`config.mk`:
```
export PLATFORM = sky130hd
export DESIGN_NAME = nvmac_top
export DESIGN_NICKNAME = d
export VERILOG_FILES = /design/src/common/nvmac_pkg.sv /design/src/hw/nvmac_top.sv
export VERILOG_INCLUDE_DIRS = /design/src /design/src/common
export SDC_FILE = /design/constraint.sdc
export NUM_CORES = 1
export LEC_CHECK = 0
export BUFFER_PORTS_ARGS = -buffer_cell sky130_fd_sc_hd__buf_2
export CORE_ASPECT_RATIO = 0.9
export CORE_MARGIN = 2
export CORE_UTILIZATION = 48
export CTS_CLUSTER_DIAMETER = 200
export DETAILED_ROUTE_END_ITERATION = 16
export MAX_ROUTING_LAYER = met4
export PLACE_DENSITY_LB_ADDON = 0.05
export SYNTH_ARGS = -nofsm -noshare
export SYNTH_HDL_FRONTEND = slang
export SYNTH_SLANG_ARGS = --single-unit
```
`constraint.sdc`:
```
create_clock -name clock -period 3.2 [get_ports clock]
set_clock_uncertainty 0.05 [all_clocks]
set_input_delay 0.16 -clock clock [delete_from_list [all_inputs] [get_ports clock]]
set_output_delay 0.16 -clock clock [all_outputs]
set_load 0.01 [all_outputs]
```
`src/common/nvmac_defs.svh`:
```
// Offsets, bit positions, reset values and timing counts of the nonvolatile access control block
`ifndef NVMAC_DEFS_SVH
`define NVMAC_DEFS_SVH

`define NVMAC_ADDR_W            32
`define NVMAC_DATA_W            32
`define NVMAC_CTRL_OFFSET       32'h0000_0000
`define NVMAC_IRQ_STATUS_OFFSET 32'h0000_0004
`define NVMAC_IRQ_MASK_OFFSET   32'h0000_0008

`define NVMAC_BIT_READ_LAUNCH   0
`define NVMAC_BIT_WRITE_LAUNCH  1
`define NVMAC_BIT_PROGRAM_ALLOW 2
`define NVMAC_BIT_ABORT_FLAG    3
`define NVMAC_BIT_ROW_ERASE     4
`define NVMAC_BIT_UNUSED        5
`define NVMAC_BIT_CONFIG_SPACE  6
`define NVMAC_BIT_MEMORY_SPACE  7

`define NVMAC_IRQ_W             3
`define NVMAC_IRQ_WRITE_DONE    0
`define NVMAC_IRQ_READ_DONE     1
`define NVMAC_IRQ_ABORT         2

`define NVMAC_CTRL_RESET        8'h00
`define NVMAC_IRQ_STATUS_RESET  3'h0
`define NVMAC_IRQ_MASK_RESET    3'h0

`define NVMAC_RESP_OKAY         2'h0
`define NVMAC_RESP_SLVERR       2'h2

`define NVMAC_READ_CYCLES       1
`define NVMAC_SYNC_STAGES       3

`endif

```
`src/common/nvmac_pkg.sv`:
```
// Types shared by the nonvolatile access control block
`include "nvmac_defs.svh"

package nvmac_pkg;

    // Control and status register, bit 7 down to bit 0
    typedef struct packed {
        logic memory_space_select;
        logic config_space_select;
        logic unused;
        logic row_erase;
        logic cycle_abort_flag;
        logic program_allow;
        logic write_launch;
        logic read_launch;
    } nvmac_ctrl_t;

    typedef enum logic [1:0] {
        NVMAC_IDLE    = 2'b01,
        NVMAC_WRITING = 2'b10
    } nvmac_phase_t;

    typedef struct packed {
        logic                       awvalid;
        logic [`NVMAC_ADDR_W-1:0]   awaddr;
        logic                       wvalid;
        logic [`NVMAC_DATA_W-1:0]   wdata;
        logic [`NVMAC_DATA_W/8-1:0] wstrb;
        logic                       bready;
        logic                       arvalid;
        logic [`NVMAC_ADDR_W-1:0]   araddr;
        logic                       rready;
    } nvmac_axil_req_t;

    typedef struct packed {
        logic                     awready;
        logic                     wready;
        logic                     bvalid;
        logic [1:0]               bresp;
        logic                     arready;
        logic                     rvalid;
        logic [`NVMAC_DATA_W-1:0] rdata;
        logic [1:0]               rresp;
    } nvmac_axil_rsp_t;

    // Request toward the array sequencer
    typedef struct packed {
        logic write_req;
        logic erase;
        logic mem_space;
        logic cfg_space;
        logic read_strobe;
        logic abort;
    } nvmac_array_req_t;

    typedef struct packed {
        logic [`NVMAC_SYNC_STAGES-1:0] sync;
        logic                          level;
    } nvmac_pin_sync_t;

    typedef struct packed {
        nvmac_phase_t               phase;
        nvmac_ctrl_t                ctrl;
        logic [`NVMAC_IRQ_W-1:0]    status;
        logic [`NVMAC_IRQ_W-1:0]    mask;
        logic                       irq;
        nvmac_pin_sync_t            ext_pin;
        nvmac_pin_sync_t            wdog_pin;
        nvmac_array_req_t           array;
        logic                       aw_held;
        logic [`NVMAC_ADDR_W-1:0]   awaddr;
        logic                       w_held;
        logic [`NVMAC_DATA_W-1:0]   wdata;
        logic [`NVMAC_DATA_W/8-1:0] wstrb;
        nvmac_axil_rsp_t            rsp;
    } nvmac_state_t;

endpackage : nvmac_pkg

```
`src/hw/nvmac_top.sv`:
```
// Control and status logic for self-timed program flash and data EEPROM access
`timescale 1ns/1ns
`include "nvmac_defs.svh"

module nvmac_top (
    // Clock and reset
    input  wire logic                       clock,
    input  wire logic                       rst,
    // AXI4-Lite register port
    input  wire nvmac_pkg::nvmac_axil_req_t axi_req,
    output      nvmac_pkg::nvmac_axil_rsp_t axi_rsp,
    // Device reset sources, asynchronous pins
    input  wire logic                       external_reset_pin,
    input  wire logic                       watchdog_timeout,
    // Array sequencer
    output      nvmac_pkg::nvmac_array_req_t array_req,
    input  wire logic                       array_write_done,
    // Interrupt
    output      logic                       irq
);
    import nvmac_pkg::*;

    localparam nvmac_state_t RESET_STATE = '{
        phase:   NVMAC_IDLE,
        ctrl:    `NVMAC_CTRL_RESET,
        status:  `NVMAC_IRQ_STATUS_RESET,
        mask:    `NVMAC_IRQ_MASK_RESET,
        default: '0
    };

    nvmac_state_t             st;
    nvmac_state_t             next_st;
    logic                     wr_fire;
    logic [7:0]               wr_byte;
    logic                     wr_ctrl;
    logic                     wr_status;
    logic                     wr_mask;
    logic                     busy;
    logic                     device_reset;
    logic [`NVMAC_IRQ_W-1:0]  irq_set;
    logic [`NVMAC_IRQ_W-1:0]  irq_clear;

    // Known register offsets
    function automatic logic reg_known(input logic [`NVMAC_ADDR_W-1:0] addr);
        reg_known = (addr == `NVMAC_CTRL_OFFSET) ||
                    (addr == `NVMAC_IRQ_STATUS_OFFSET) ||
                    (addr == `NVMAC_IRQ_MASK_OFFSET);
    endfunction : reg_known

    // Read view of the register file; unmapped words read zero
    function automatic logic [`NVMAC_DATA_W-1:0] read_word(
        input logic [`NVMAC_ADDR_W-1:0] addr,
        input nvmac_ctrl_t              ctrl,
        input logic [`NVMAC_IRQ_W-1:0]  status,
        input logic [`NVMAC_IRQ_W-1:0]  mask
    );
        logic [7:0] view;
        view = ctrl;
        view[`NVMAC_BIT_UNUSED] = 1'b0;
        read_word = '0;
        if (addr == `NVMAC_CTRL_OFFSET) begin
            read_word[7:0] = view;
        end else if (addr == `NVMAC_IRQ_STATUS_OFFSET) begin
            read_word[`NVMAC_IRQ_W-1:0] = status;
        end else if (addr == `NVMAC_IRQ_MASK_OFFSET) begin
            read_word[`NVMAC_IRQ_W-1:0] = mask;
        end
    endfunction : read_word

    always_comb begin
        next_st = st;
        irq_set = '0;
        irq_clear = '0;
        busy = (st.phase == NVMAC_WRITING);

        // Pulses to the array last one cycle
        next_st.array.read_strobe = 1'b0;
        next_st.array.abort = 1'b0;

        // Pin filters: a change is taken once the last two stages agree
        next_st.ext_pin.sync = {st.ext_pin.sync[`NVMAC_SYNC_STAGES-2:0], external_reset_pin};
        next_st.wdog_pin.sync = {st.wdog_pin.sync[`NVMAC_SYNC_STAGES-2:0], watchdog_timeout};
        if (st.ext_pin.sync[2] == st.ext_pin.sync[1]) begin
            next_st.ext_pin.level = st.ext_pin.sync[2];
        end
        if (st.wdog_pin.sync[2] == st.wdog_pin.sync[1]) begin
            next_st.wdog_pin.level = st.wdog_pin.sync[2];
        end
        device_reset = st.ext_pin.level || st.wdog_pin.level;

        // Write address and data are accepted in either order
        if (axi_req.awvalid && st.rsp.awready) begin
            next_st.aw_held = 1'b1;
            next_st.awaddr = axi_req.awaddr;
        end
        if (axi_req.wvalid && st.rsp.wready) begin
            next_st.w_held = 1'b1;
            next_st.wdata = axi_req.wdata;
            next_st.wstrb = axi_req.wstrb;
        end
        if (st.rsp.bvalid && axi_req.bready) begin
            next_st.rsp.bvalid = 1'b0;
        end

        wr_fire = st.aw_held && st.w_held && !st.rsp.bvalid;
        wr_byte = st.wdata[7:0];
        wr_ctrl = wr_fire && st.wstrb[0] && (st.awaddr == `NVMAC_CTRL_OFFSET);
        wr_status = wr_fire && st.wstrb[0] && (st.awaddr == `NVMAC_IRQ_STATUS_OFFSET);
        wr_mask = wr_fire && st.wstrb[0] && (st.awaddr == `NVMAC_IRQ_MASK_OFFSET);
        if (wr_fire) begin
            next_st.aw_held = 1'b0;
            next_st.w_held = 1'b0;
            next_st.rsp.bvalid = 1'b1;
            next_st.rsp.bresp = reg_known(st.awaddr) ? `NVMAC_RESP_OKAY : `NVMAC_RESP_SLVERR;
        end

        // A read launch lives for exactly one cycle
        if (st.ctrl.read_launch) begin
            next_st.ctrl.read_launch = 1'b0;
            irq_set[`NVMAC_IRQ_READ_DONE] = 1'b1;
        end

        // Software write to the control register
        if (wr_ctrl) begin
            // Space and erase selects are frozen while a cycle runs
            if (!busy) begin
                next_st.ctrl.memory_space_select = wr_byte[`NVMAC_BIT_MEMORY_SPACE];
                next_st.ctrl.config_space_select = wr_byte[`NVMAC_BIT_CONFIG_SPACE];
                next_st.ctrl.row_erase = wr_byte[`NVMAC_BIT_ROW_ERASE];
            end
            next_st.ctrl.program_allow = wr_byte[`NVMAC_BIT_PROGRAM_ALLOW];
            // Software may only clear the abort flag, never raise it
            if (!wr_byte[`NVMAC_BIT_ABORT_FLAG]) begin
                next_st.ctrl.cycle_abort_flag = 1'b0;
            end
            // A zero on write_launch is simply not acted upon
            if (wr_byte[`NVMAC_BIT_WRITE_LAUNCH] && !busy && !device_reset) begin
                if (st.ctrl.program_allow) begin
                    next_st.ctrl.write_launch = 1'b1;
                    next_st.phase = NVMAC_WRITING;
                    next_st.array.write_req = 1'b1;
                    next_st.array.erase = next_st.ctrl.row_erase;
                    next_st.array.mem_space = next_st.ctrl.memory_space_select;
                    next_st.array.cfg_space = next_st.ctrl.config_space_select;
                end
            end
            // Reads go to data EEPROM only; a flash selection refuses the launch
            if (wr_byte[`NVMAC_BIT_READ_LAUNCH] && !busy && !st.ctrl.read_launch &&
                !next_st.ctrl.memory_space_select) begin
                next_st.ctrl.read_launch = 1'b1;
                next_st.array.read_strobe = 1'b1;
                next_st.array.erase = 1'b0;
                next_st.array.mem_space = 1'b0;
                next_st.array.cfg_space = next_st.ctrl.config_space_select;
            end
        end

        // Hardware end of a self-timed cycle, applied after software so it wins
        if (busy) begin
            if (device_reset) begin
                // Selects are left alone so software can see what failed
                next_st.ctrl.cycle_abort_flag = 1'b1;
                next_st.ctrl.write_launch = 1'b0;
                next_st.ctrl.program_allow = 1'b0;
                next_st.ctrl.memory_space_select = st.ctrl.memory_space_select;
                next_st.ctrl.row_erase = st.ctrl.row_erase;
                next_st.phase = NVMAC_IDLE;
                next_st.array.write_req = 1'b0;
                next_st.array.abort = 1'b1;
                irq_set[`NVMAC_IRQ_ABORT] = 1'b1;
            end else if (array_write_done) begin
                next_st.ctrl.write_launch = 1'b0;
                next_st.ctrl.row_erase = 1'b0;
                next_st.phase = NVMAC_IDLE;
                next_st.array.write_req = 1'b0;
                irq_set[`NVMAC_IRQ_WRITE_DONE] = 1'b1;
            end
        end
        next_st.ctrl.unused = 1'b0;

        // Sticky interrupt status: a new event beats a same-cycle clear
        if (wr_status) begin
            irq_clear = wr_byte[`NVMAC_IRQ_W-1:0];
        end
        if (wr_mask) begin
            next_st.mask = wr_byte[`NVMAC_IRQ_W-1:0];
        end
        next_st.status = (st.status & ~irq_clear) | irq_set;
        next_st.irq = |(next_st.status & next_st.mask);

        // Read channel: one read at a time, data captured at the address handshake
        if (st.rsp.rvalid && axi_req.rready) begin
            next_st.rsp.rvalid = 1'b0;
        end
        if (axi_req.arvalid && st.rsp.arready) begin
            next_st.rsp.rvalid = 1'b1;
            next_st.rsp.rdata = read_word(axi_req.araddr, st.ctrl, st.status, st.mask);
            next_st.rsp.rresp = reg_known(axi_req.araddr) ? `NVMAC_RESP_OKAY : `NVMAC_RESP_SLVERR;
        end

        // Ready flops: no new beat while one is held or a response waits
        next_st.rsp.awready = !next_st.aw_held && !next_st.rsp.bvalid;
        next_st.rsp.wready = !next_st.w_held && !next_st.rsp.bvalid;
        next_st.rsp.arready = !next_st.rsp.rvalid;
    end

    always_ff @(posedge clock or posedge rst) begin
        if (rst) begin
            st <= RESET_STATE;
        end else begin
            st <= next_st;
        end
    end

    assign axi_rsp = st.rsp;
    assign array_req = st.array;
    assign irq = st.irq;

endmodule : nvmac_top

```
==> results of run 1 <==
==> power breakdown <==
group | leakage [uW] | internal [uW] | switching, uW
registers | 0.00105 | 1380 | 188
clock network | 0.000124 | 543 | 372
logic | 0.00119 | 393 | 267
total | 0.00237 | 2310 | 827
==> repair_timing <==
action	4_1_cts	5_1_grt
hold buffers	44	0
buffers inserted	0	0
hold endpoints to repair	67	0
==> stage by stage <==
stage	util, %	hold WS [ns]	total power [uW]	std cells	area [um^2]
floorplan	-	0.141	2070	331	3850
global placement	54.8	0.136	2180	482	4150
detailed placement	54.8	0.142	2210	482	4150
CTS	63.8	0.00268	3170	542	4840
global route	63.8	0.0264	3320	542	4840
finish	63.8	0.0197	3140	542	4840
==> critical path, stage by stage, from the launching register on <==
cell and delay [ns]:
sky130_fd_sc_hd__dfrtp_1 0.40, sky130_fd_sc_hd__or4_4 0.53, sky130_fd_sc_hd__nor4_4 0.41, sky130_fd_sc_hd__nand4_2 0.24, sky130_fd_sc_hd__mux2_4 0.35, sky130_fd_sc_hd__a21boi_1 0.13
sky130_fd_sc_hd__a221o_1 0.28
==> metal layers <==
layer | vias to the layer above | part of all wire [%] | wire length [um]
li1 | 1270 | - | -
met1 | 1231 | 43 | 3170
met2 | 101 | 49 | 3600
met3 | 4 | 6.9 | 505
met4 | 0 | 0.75 | 55
met5 | - | 0 | 0
==> cell type report <==
cell class,instances,area (um^2)
clock buffer,11,141
clock inverter,5,108
fill,625,2740
inverter,6,23.8
multi-input combinational,188,1330
sequential,85,2130
tap,96,120
timing repair buffer,151,988
==> cell families (layout without fill, tap and decap cells) <==
| kind of cell | count (synthesis) | after routing | share of synthesized area, % |
|---|---|---|---|
| flip-flops | 85 | 85 | 56.7 |
| AO/OA/AOI/OAI | 33 | 33 | 5.63 |
| AND/OR/NAND/NOR | 76 | 76 | 11.7 |
| buffers and inverters | 58 | 173 | 10.5 |
| other | 1 | 27 | 0.0998 |
| adder cells (fa/ha/maj) | 2 | 2 | 0.533 |
| multiplexers | 50 | 50 | 14.9 |
==> flip-flops by register name, summed over array words and instances, names as in the netlist <==
name       flops
st            60
array_req      6
next_st        4
axi_rsp       14
irq            1
==> synthesized netlist by cell type (2+ instances only) <==
library cell,number,area share (%)
sky130_fd_sc_hd__a21o_1,3,0.60
sky130_fd_sc_hd__nand2_1,27,2.7
sky130_fd_sc_hd__nor2b_1,4,0.67
sky130_fd_sc_hd__dfrtp_1,84,56
sky130_fd_sc_hd__o21ai_0,13,1.7
sky130_fd_sc_hd__nor4_4,2,1.1
sky130_fd_sc_hd__mux2i_1,5,1.3
sky130_fd_sc_hd__nand3_1,4,0.53
sky130_fd_sc_hd__nand4_1,2,0.33
sky130_fd_sc_hd__o21a_1,3,0.60
sky130_fd_sc_hd__buf_1,3,0.30
sky130_fd_sc_hd__a21oi_1,5,0.67
sky130_fd_sc_hd__clkbuf_1,2,0.20
sky130_fd_sc_hd__a22o_1,5,1.2
sky130_fd_sc_hd__maj3_1,2,0.53
sky130_fd_sc_hd__or4_1,3,0.60
sky130_fd_sc_hd__mux2_2,44,13
sky130_fd_sc_hd__nand2b_1,2,0.33
sky130_fd_sc_hd__nor2_1,12,1.2
sky130_fd_sc_hd__nor4_1,10,1.7
sky130_fd_sc_hd__inv_1,6,0.60
sky130_fd_sc_hd__or4_4,2,0.60
sky130_fd_sc_hd__buf_4,47,9.4
==> path summary, 6_finish.rpt <==
| kind | slack (ns) | startpoint | cells after the start | to |
|---|---|---|---|---|
| max | 0.70 | st[105]$_DFFE_PP0P_ | 6 | irq$_DFF_PP0_ |
| min | 0.02 | axi_req[34] | 3 | axi_rsp[40]$_DFF_PP0_ |
| max reg2reg | 0.70 | st[105]$_DFFE_PP0P_ | 6 | irq$_DFF_PP0_ |
| min reg2reg | 0.30 | next_st[123]$_DFF_PP0_ | 0 | next_st[124]$_DFF_PP0_ |
| max in group asynchronous | 2.03 | rst | 4 | st[51]$_DFFE_PP0P_ |
| min in group asynchronous | 0.29 | rst | 3 | st[87]$_DFFE_PP0P_ |
==> out/results.txt, run 1 <==
Path type of the worst min-delay path - in2reg
Num CTS Buffers - 9
DR vias/cell - 4.81
Unrepaired setup endpoints after global routing - no
Total Negative Setup Slacks - 0 ns
Core area - 7580 um^2
Vias in the first global route - 2,528
Buffers on Ports - 102
Category of the critical setup timing path - reg2reg
Vertical die dimension - 87.9 um
Sum of net half-perimeters after detailed placement - 5.19 mm
Number of H-tree branching levels - 3
Detailed router's first-iteration violation count - 117
Root Buffer - sky130_fd_sc_hd__clkbuf_8
Gp weighted congestion - 0.767
Setup violators final - 0
Startpoint Class - flip-flop
Initial core utilization - 49.5%
Num Clock Sinks - 85
TritonCTS clock tree - yes
Number of antenna diodes - 0
Yosys synthesis warning count - 0
Total routing resource utilization after global routing - 18.5%
Width of the die - 97.2 um
Mapped Area - 3760 um^2
Areal power density over the cells - 649 nW/um^2
Post-synthesis register bit count - 85
Row count - 30
Met3 layer usage reported by global route - 5.67%
Most frequent standard cell in the layout excluding fill and tap cells - sky130_fd_sc_hd__buf_2
Number of enable-type register cells in the synthesized netlist - 0
Routed length per placed instance - 13.5 um
Final routed wirelength across all metal layers - 7.33 mm
Post-route minimum period - 2.50 ns
Die Area - 8550 um^2
Least-Margin Pin Slew - 0.678 ns
Fin nets - 551
Fmax - 400 MHz
Aggregate global routing overflow - 0
Residual DRC count - 0
Final worst path period share - 78.1%
Element type at the critical path end - flip-flop
Peak supply drop - 0.000400 V
Maximum root-to-sink buffer count - 2
Avg Synthesized Cell Area - 12.3 um^2
Grt met2 use - 30.6%
Largest net degree at the start of global routing - 34
Least setup slack across all paths after layout - 0.702 ns
Part of the Yosys area used for sequential elements - 56.7%
Post-CTS resize count - 0
First-pass GRT wire length - 12.0 mm
Data arrival time of the critical path - 2.68 ns
Remaining max-slew budget at the tightest pin - 54.1%
Worst EP required - 3.38 ns
Worst slack at placement - 0.696 ns
Status - finished clean
Antenna-violating nets left - 0
Fraction of layout instances using a drive strength above 1 - 39.5%
Fraction of met1 tracks used by global routing - 22.6%
Highest-count cells in the layout ignoring fill and taps - sky130_fd_sc_hd__buf_2 (102), sky130_fd_sc_hd__dfrtp_1 (84), sky130_fd_sc_hd__mux2_2 (44), sky130_fd_sc_hd__dlygate4sd3_1 (44)
Clock network latency to the later pin of the worst-skew pair - 0.35 ns
Most used routing layer in global routing - met2
Async SR Flop Fraction - 100%
Area Growth Syn to Fin - 28.9%
Cell count after synthesis - 305
Vias - 2,606
Distinct cell type count of the synthesized netlist - 38
Pins Over Slew Limit - 0
Critical-path maximum fanout - 6
Pre-Repair DR Iteration Count - 4
Endpoints failing hold - 0
Total leakage power - 0.00237 uW
Clock transition at the registers of the reported paths - 0.09 ns
I/O Pins - 158
# Max-Cap Violations - 0
Primary FF master, synth - sky130_fd_sc_hd__dfrtp_1
Initial antenna violation count - 0
Note: power is estimated with default switching activity, not from simulation.
==> run 2: changes to the inputs <==
- clock period: 3.2 -> 2.3 ns (I/O delays scaled with it)
==> out/results.txt, run 2 (synthesis gave the netlist of run 1 again) <==
Status - finished, violations left
Failing checks - setup timing
Origin of the worst setup path - st[98]$_DFFE_PP0P_
Peak supply drop - 0.000622 V (+56%)
Initial antenna violation count - 0 (unchanged)
Die Area - 8550 um^2 (unchanged)
Startpoint Class - flip-flop
Register bank with the most flops - st
Gp weighted congestion - 0.795 (+3.6%)
Placed instance area - 4230 um^2 (+2.0%)
Capture instance of the worst register-to-register path - irq$_DFF_PP0_
Min-delay src - axi_req[3]
Endpoints failing hold - 0 (unchanged)
Least-Margin Pin Slew - 0.727 ns (+0.0490 ns)
Post-route minimum period - 2.36 ns (-0.137 ns)
Combinational Power Share - 23.3% (+2.3 points)
Fmax - 423 MHz (+5.8%)
Unrepaired setup endpoints after global routing - yes
Sequential Power Share - 53.1% (+3.3 points)
Vias - 2,708 (+3.9%)
Total routing resource utilization after global routing - 20.0% (+1.6 points)
Reg-to-reg setup timing slack - -0.06 ns (-0.76 ns)
Post-Layout Inst Area - 4950 um^2 (+2.3%)
# Max-Cap Violations - 0 (unchanged)
Internal cell power - 2950 uW (+28%)
Buffers on Ports - 102 (unchanged)
Cells traversed along the worst timing path - or4_4 -> nor4_4 -> buf_4 -> nand4_2 -> mux2_4 -> a21boi_1 -> a221o_1
Pre-Repair DR Iteration Count - 4 (unchanged)
Maximum cell stage delay along the critical path - 0.55 ns (+0.02 ns)
Fraction of layout instances using a drive strength above 1 - 42.5% (+3.1 points)
Least setup slack across all paths after layout - -0.0613 ns (-0.763 ns)
Number of antenna diodes - 0 (unchanged)
Core area - 7580 um^2 (unchanged)
Most frequent standard cell in the layout excluding fill and tap cells - sky130_fd_sc_hd__buf_2
Category of the critical setup timing path - reg2reg
Setup violators final - 4 (+4)
First-pass GRT wire length - 12.9 mm (+7.3%)
Power, Total - 4150 uW (+32%)
Worst hold path endpoint - axi_rsp[3]$_DFFE_PP0P_
Sum of net half-perimeters after detailed placement - 5.32 mm (+2.5%)
Clock transition at the registers of the reported paths - 0.09 ns (about the same)
Instance count along the most critical hold path - 4 (+1)
Number of H-tree branching levels - 3 (unchanged)
Cell with the largest stage delay on the worst path - sky130_fd_sc_hd__or4_4
Total leakage power - 0.00242 uW (+2.2%)
Length in cells of the worst reg-to-reg path - 7 (+1)
Launch point of the worst reg-to-reg path - st[98]$_DFFE_PP0P_
Aggregate global routing overflow - 0 (unchanged)
Residual DRC count - 0 (unchanged)
Vertical die dimension - 87.9 um (unchanged)
Path type of the worst min-delay path - in2reg
Root Buffer - sky130_fd_sc_hd__clkbuf_8
Final routed wirelength across all metal layers - 7.80 mm (+6.3%)
Remaining max-slew budget at the tightest pin - 51.4% (-2.7 points)
Detailed router's first-iteration violation count - 79 (-32%)
Num Clock Sinks - 85 (unchanged)
Initial core utilization - 49.5% (unchanged)
Clock network latency to the later pin of the worst-skew pair - 0.35 ns (about the same)
Cell family with the largest share of critical-path delay - simple AND/OR/NAND/NOR gates
Vias in the first global route - 2,747 (+8.7%)
Net Sw Frac - 28.7% (+2.4 points)
Element type at the critical path end - flip-flop
Worst slack at placement - -0.0924 ns (-0.789 ns)
Width of the die - 97.2 um (unchanged)
Max FFs per register - 60 (unchanged)
Tightest hold margin - 0.0961 ns (+0.0764 ns)
TritonCTS clock tree - yes
Fin nets - 566 (+2.7%)
Antenna-violating nets left - 0 (unchanged)
Pins Over Slew Limit - 0 (unchanged)
DR vias/cell - 4.86 (+1.1%)
Routed length per placed instance - 14.0 um (+3.5%)
Maximum root-to-sink buffer count - 2 (unchanged)
Worst EP required - 2.49 ns (-0.89 ns)
Stages on worst setup path - 7 (+1)
Largest net degree at the start of global routing - 38 (+12%)
Critical-path maximum fanout - 4 (-2)
Psw - 1190 uW (+44%)
Number of buffer and inverter stages on the critical path - 1 (+1)
Highest-count cells in the layout ignoring fill and taps - sky130_fd_sc_hd__buf_2 (102), sky130_fd_sc_hd__dfrtp_1 (84), sky130_fd_sc_hd__dlygate4sd3_1 (47)
Num CTS Buffers - 9 (unchanged)
Row count - 30 (unchanged)
Data arrival time of the critical path - 2.55 ns (-0.13 ns)
I/O Pins - 158 (unchanged)
Final worst path period share - 103% (+25 points)
Part of the total power dissipated in the clock network - 23.6% (-5.5 points)
Areal power density over the cells - 837 nW/um^2 (+29%)
Area Growth Syn to Fin - 31.9%
run 2: cell types whose count changed in the layout (fill, tap and decap cells not counted), moves of 2 or more:
cell,change
sky130_fd_sc_hd__clkinvlp_4,+3
sky130_fd_sc_hd__or4_4,+3
sky130_fd_sc_hd__bufinv_16,-3
sky130_fd_sc_hd__dlygate4sd3_1,+3
sky130_fd_sc_hd__or4_1,-3
sky130_fd_sc_hd__buf_4,+11
sky130_fd_sc_hd__o21ai_0,-2
run 2: cell type report:
class | instances | area [um^2]
clock buffers | 12 | 155
clock inverters | 4 | 32.5
fillers | 627 | 2630
inverters | 6 | 26.3
multi-input cells | 188 | 1370
flip-flops and latches | 85 | 2130
well taps | 96 | 120
repair buffers | 166 | 1120
run 2: tightest hold or removal path, delay by kind of cell:
kind	cells	cell delay, ns
AOI/OAI and AO/OA	2	0.15
buffers and inverters	1	0.13
and+or+nand+nor	1	0.06
run 2: how the worst max path moves through the flow:
stage	endpoint	slack (ns)
global placement	irq$_DFF_PP0_	-0.06
floorplan	irq$_DFF_PP0_	0.02
CTS	irq$_DFF_PP0_	-0.08
global route	irq$_DFF_PP0_	-0.19
finish	irq$_DFF_PP0_	-0.06
detailed placement	st[139]$_DFFE_PP0P_	-0.09
run 2: stage by stage:
step | std cells | utilization, % | setup TNS (ns)
floorplan | 331 | - | 0
finish | 557 | 65.3 | -0.169
CTS | 555 | 64.8 | -0.122
global placement | 491 | 55.8 | -0.130
detailed placement | 491 | 55.8 | -0.321
global route | 557 | 65.3 | -0.936
run 2: power by group through the flow:
stage	Sequential (uW)	Clock (uW)	Combinational, uW
floorplan	2120	0	754
global placement	2190	0	853
detailed placement	2210	0	882
CTS	2180	1010	962
global route	2250	1080	1060
finish	2200	977	967
run 2: timing repair:
action | 4_1_cts | 5_1_grt
hold buffers | 47 | 0
endpoints found under the hold margin | 79 | 0
setup buffers | 1 | 2
resized for setup | 3 | 8
endpoints found under the setup margin | 6 | 9
pin swaps | 3 | 2
run 2: per-layer routing:
layer / routed length, um / global-route usage (%) / share of wire [%] / vias to the layer above
met4: 58 / 5.56 / 0.74 / 0
met2: 3930 / 35.2 / 50 / 105
met5: 0 / - / 0 / -
li1: - / - / - / 1305
met3: 554 / 5.67 / 7.1 / 4
met1: 3260 / 22.9 / 42 / 1294
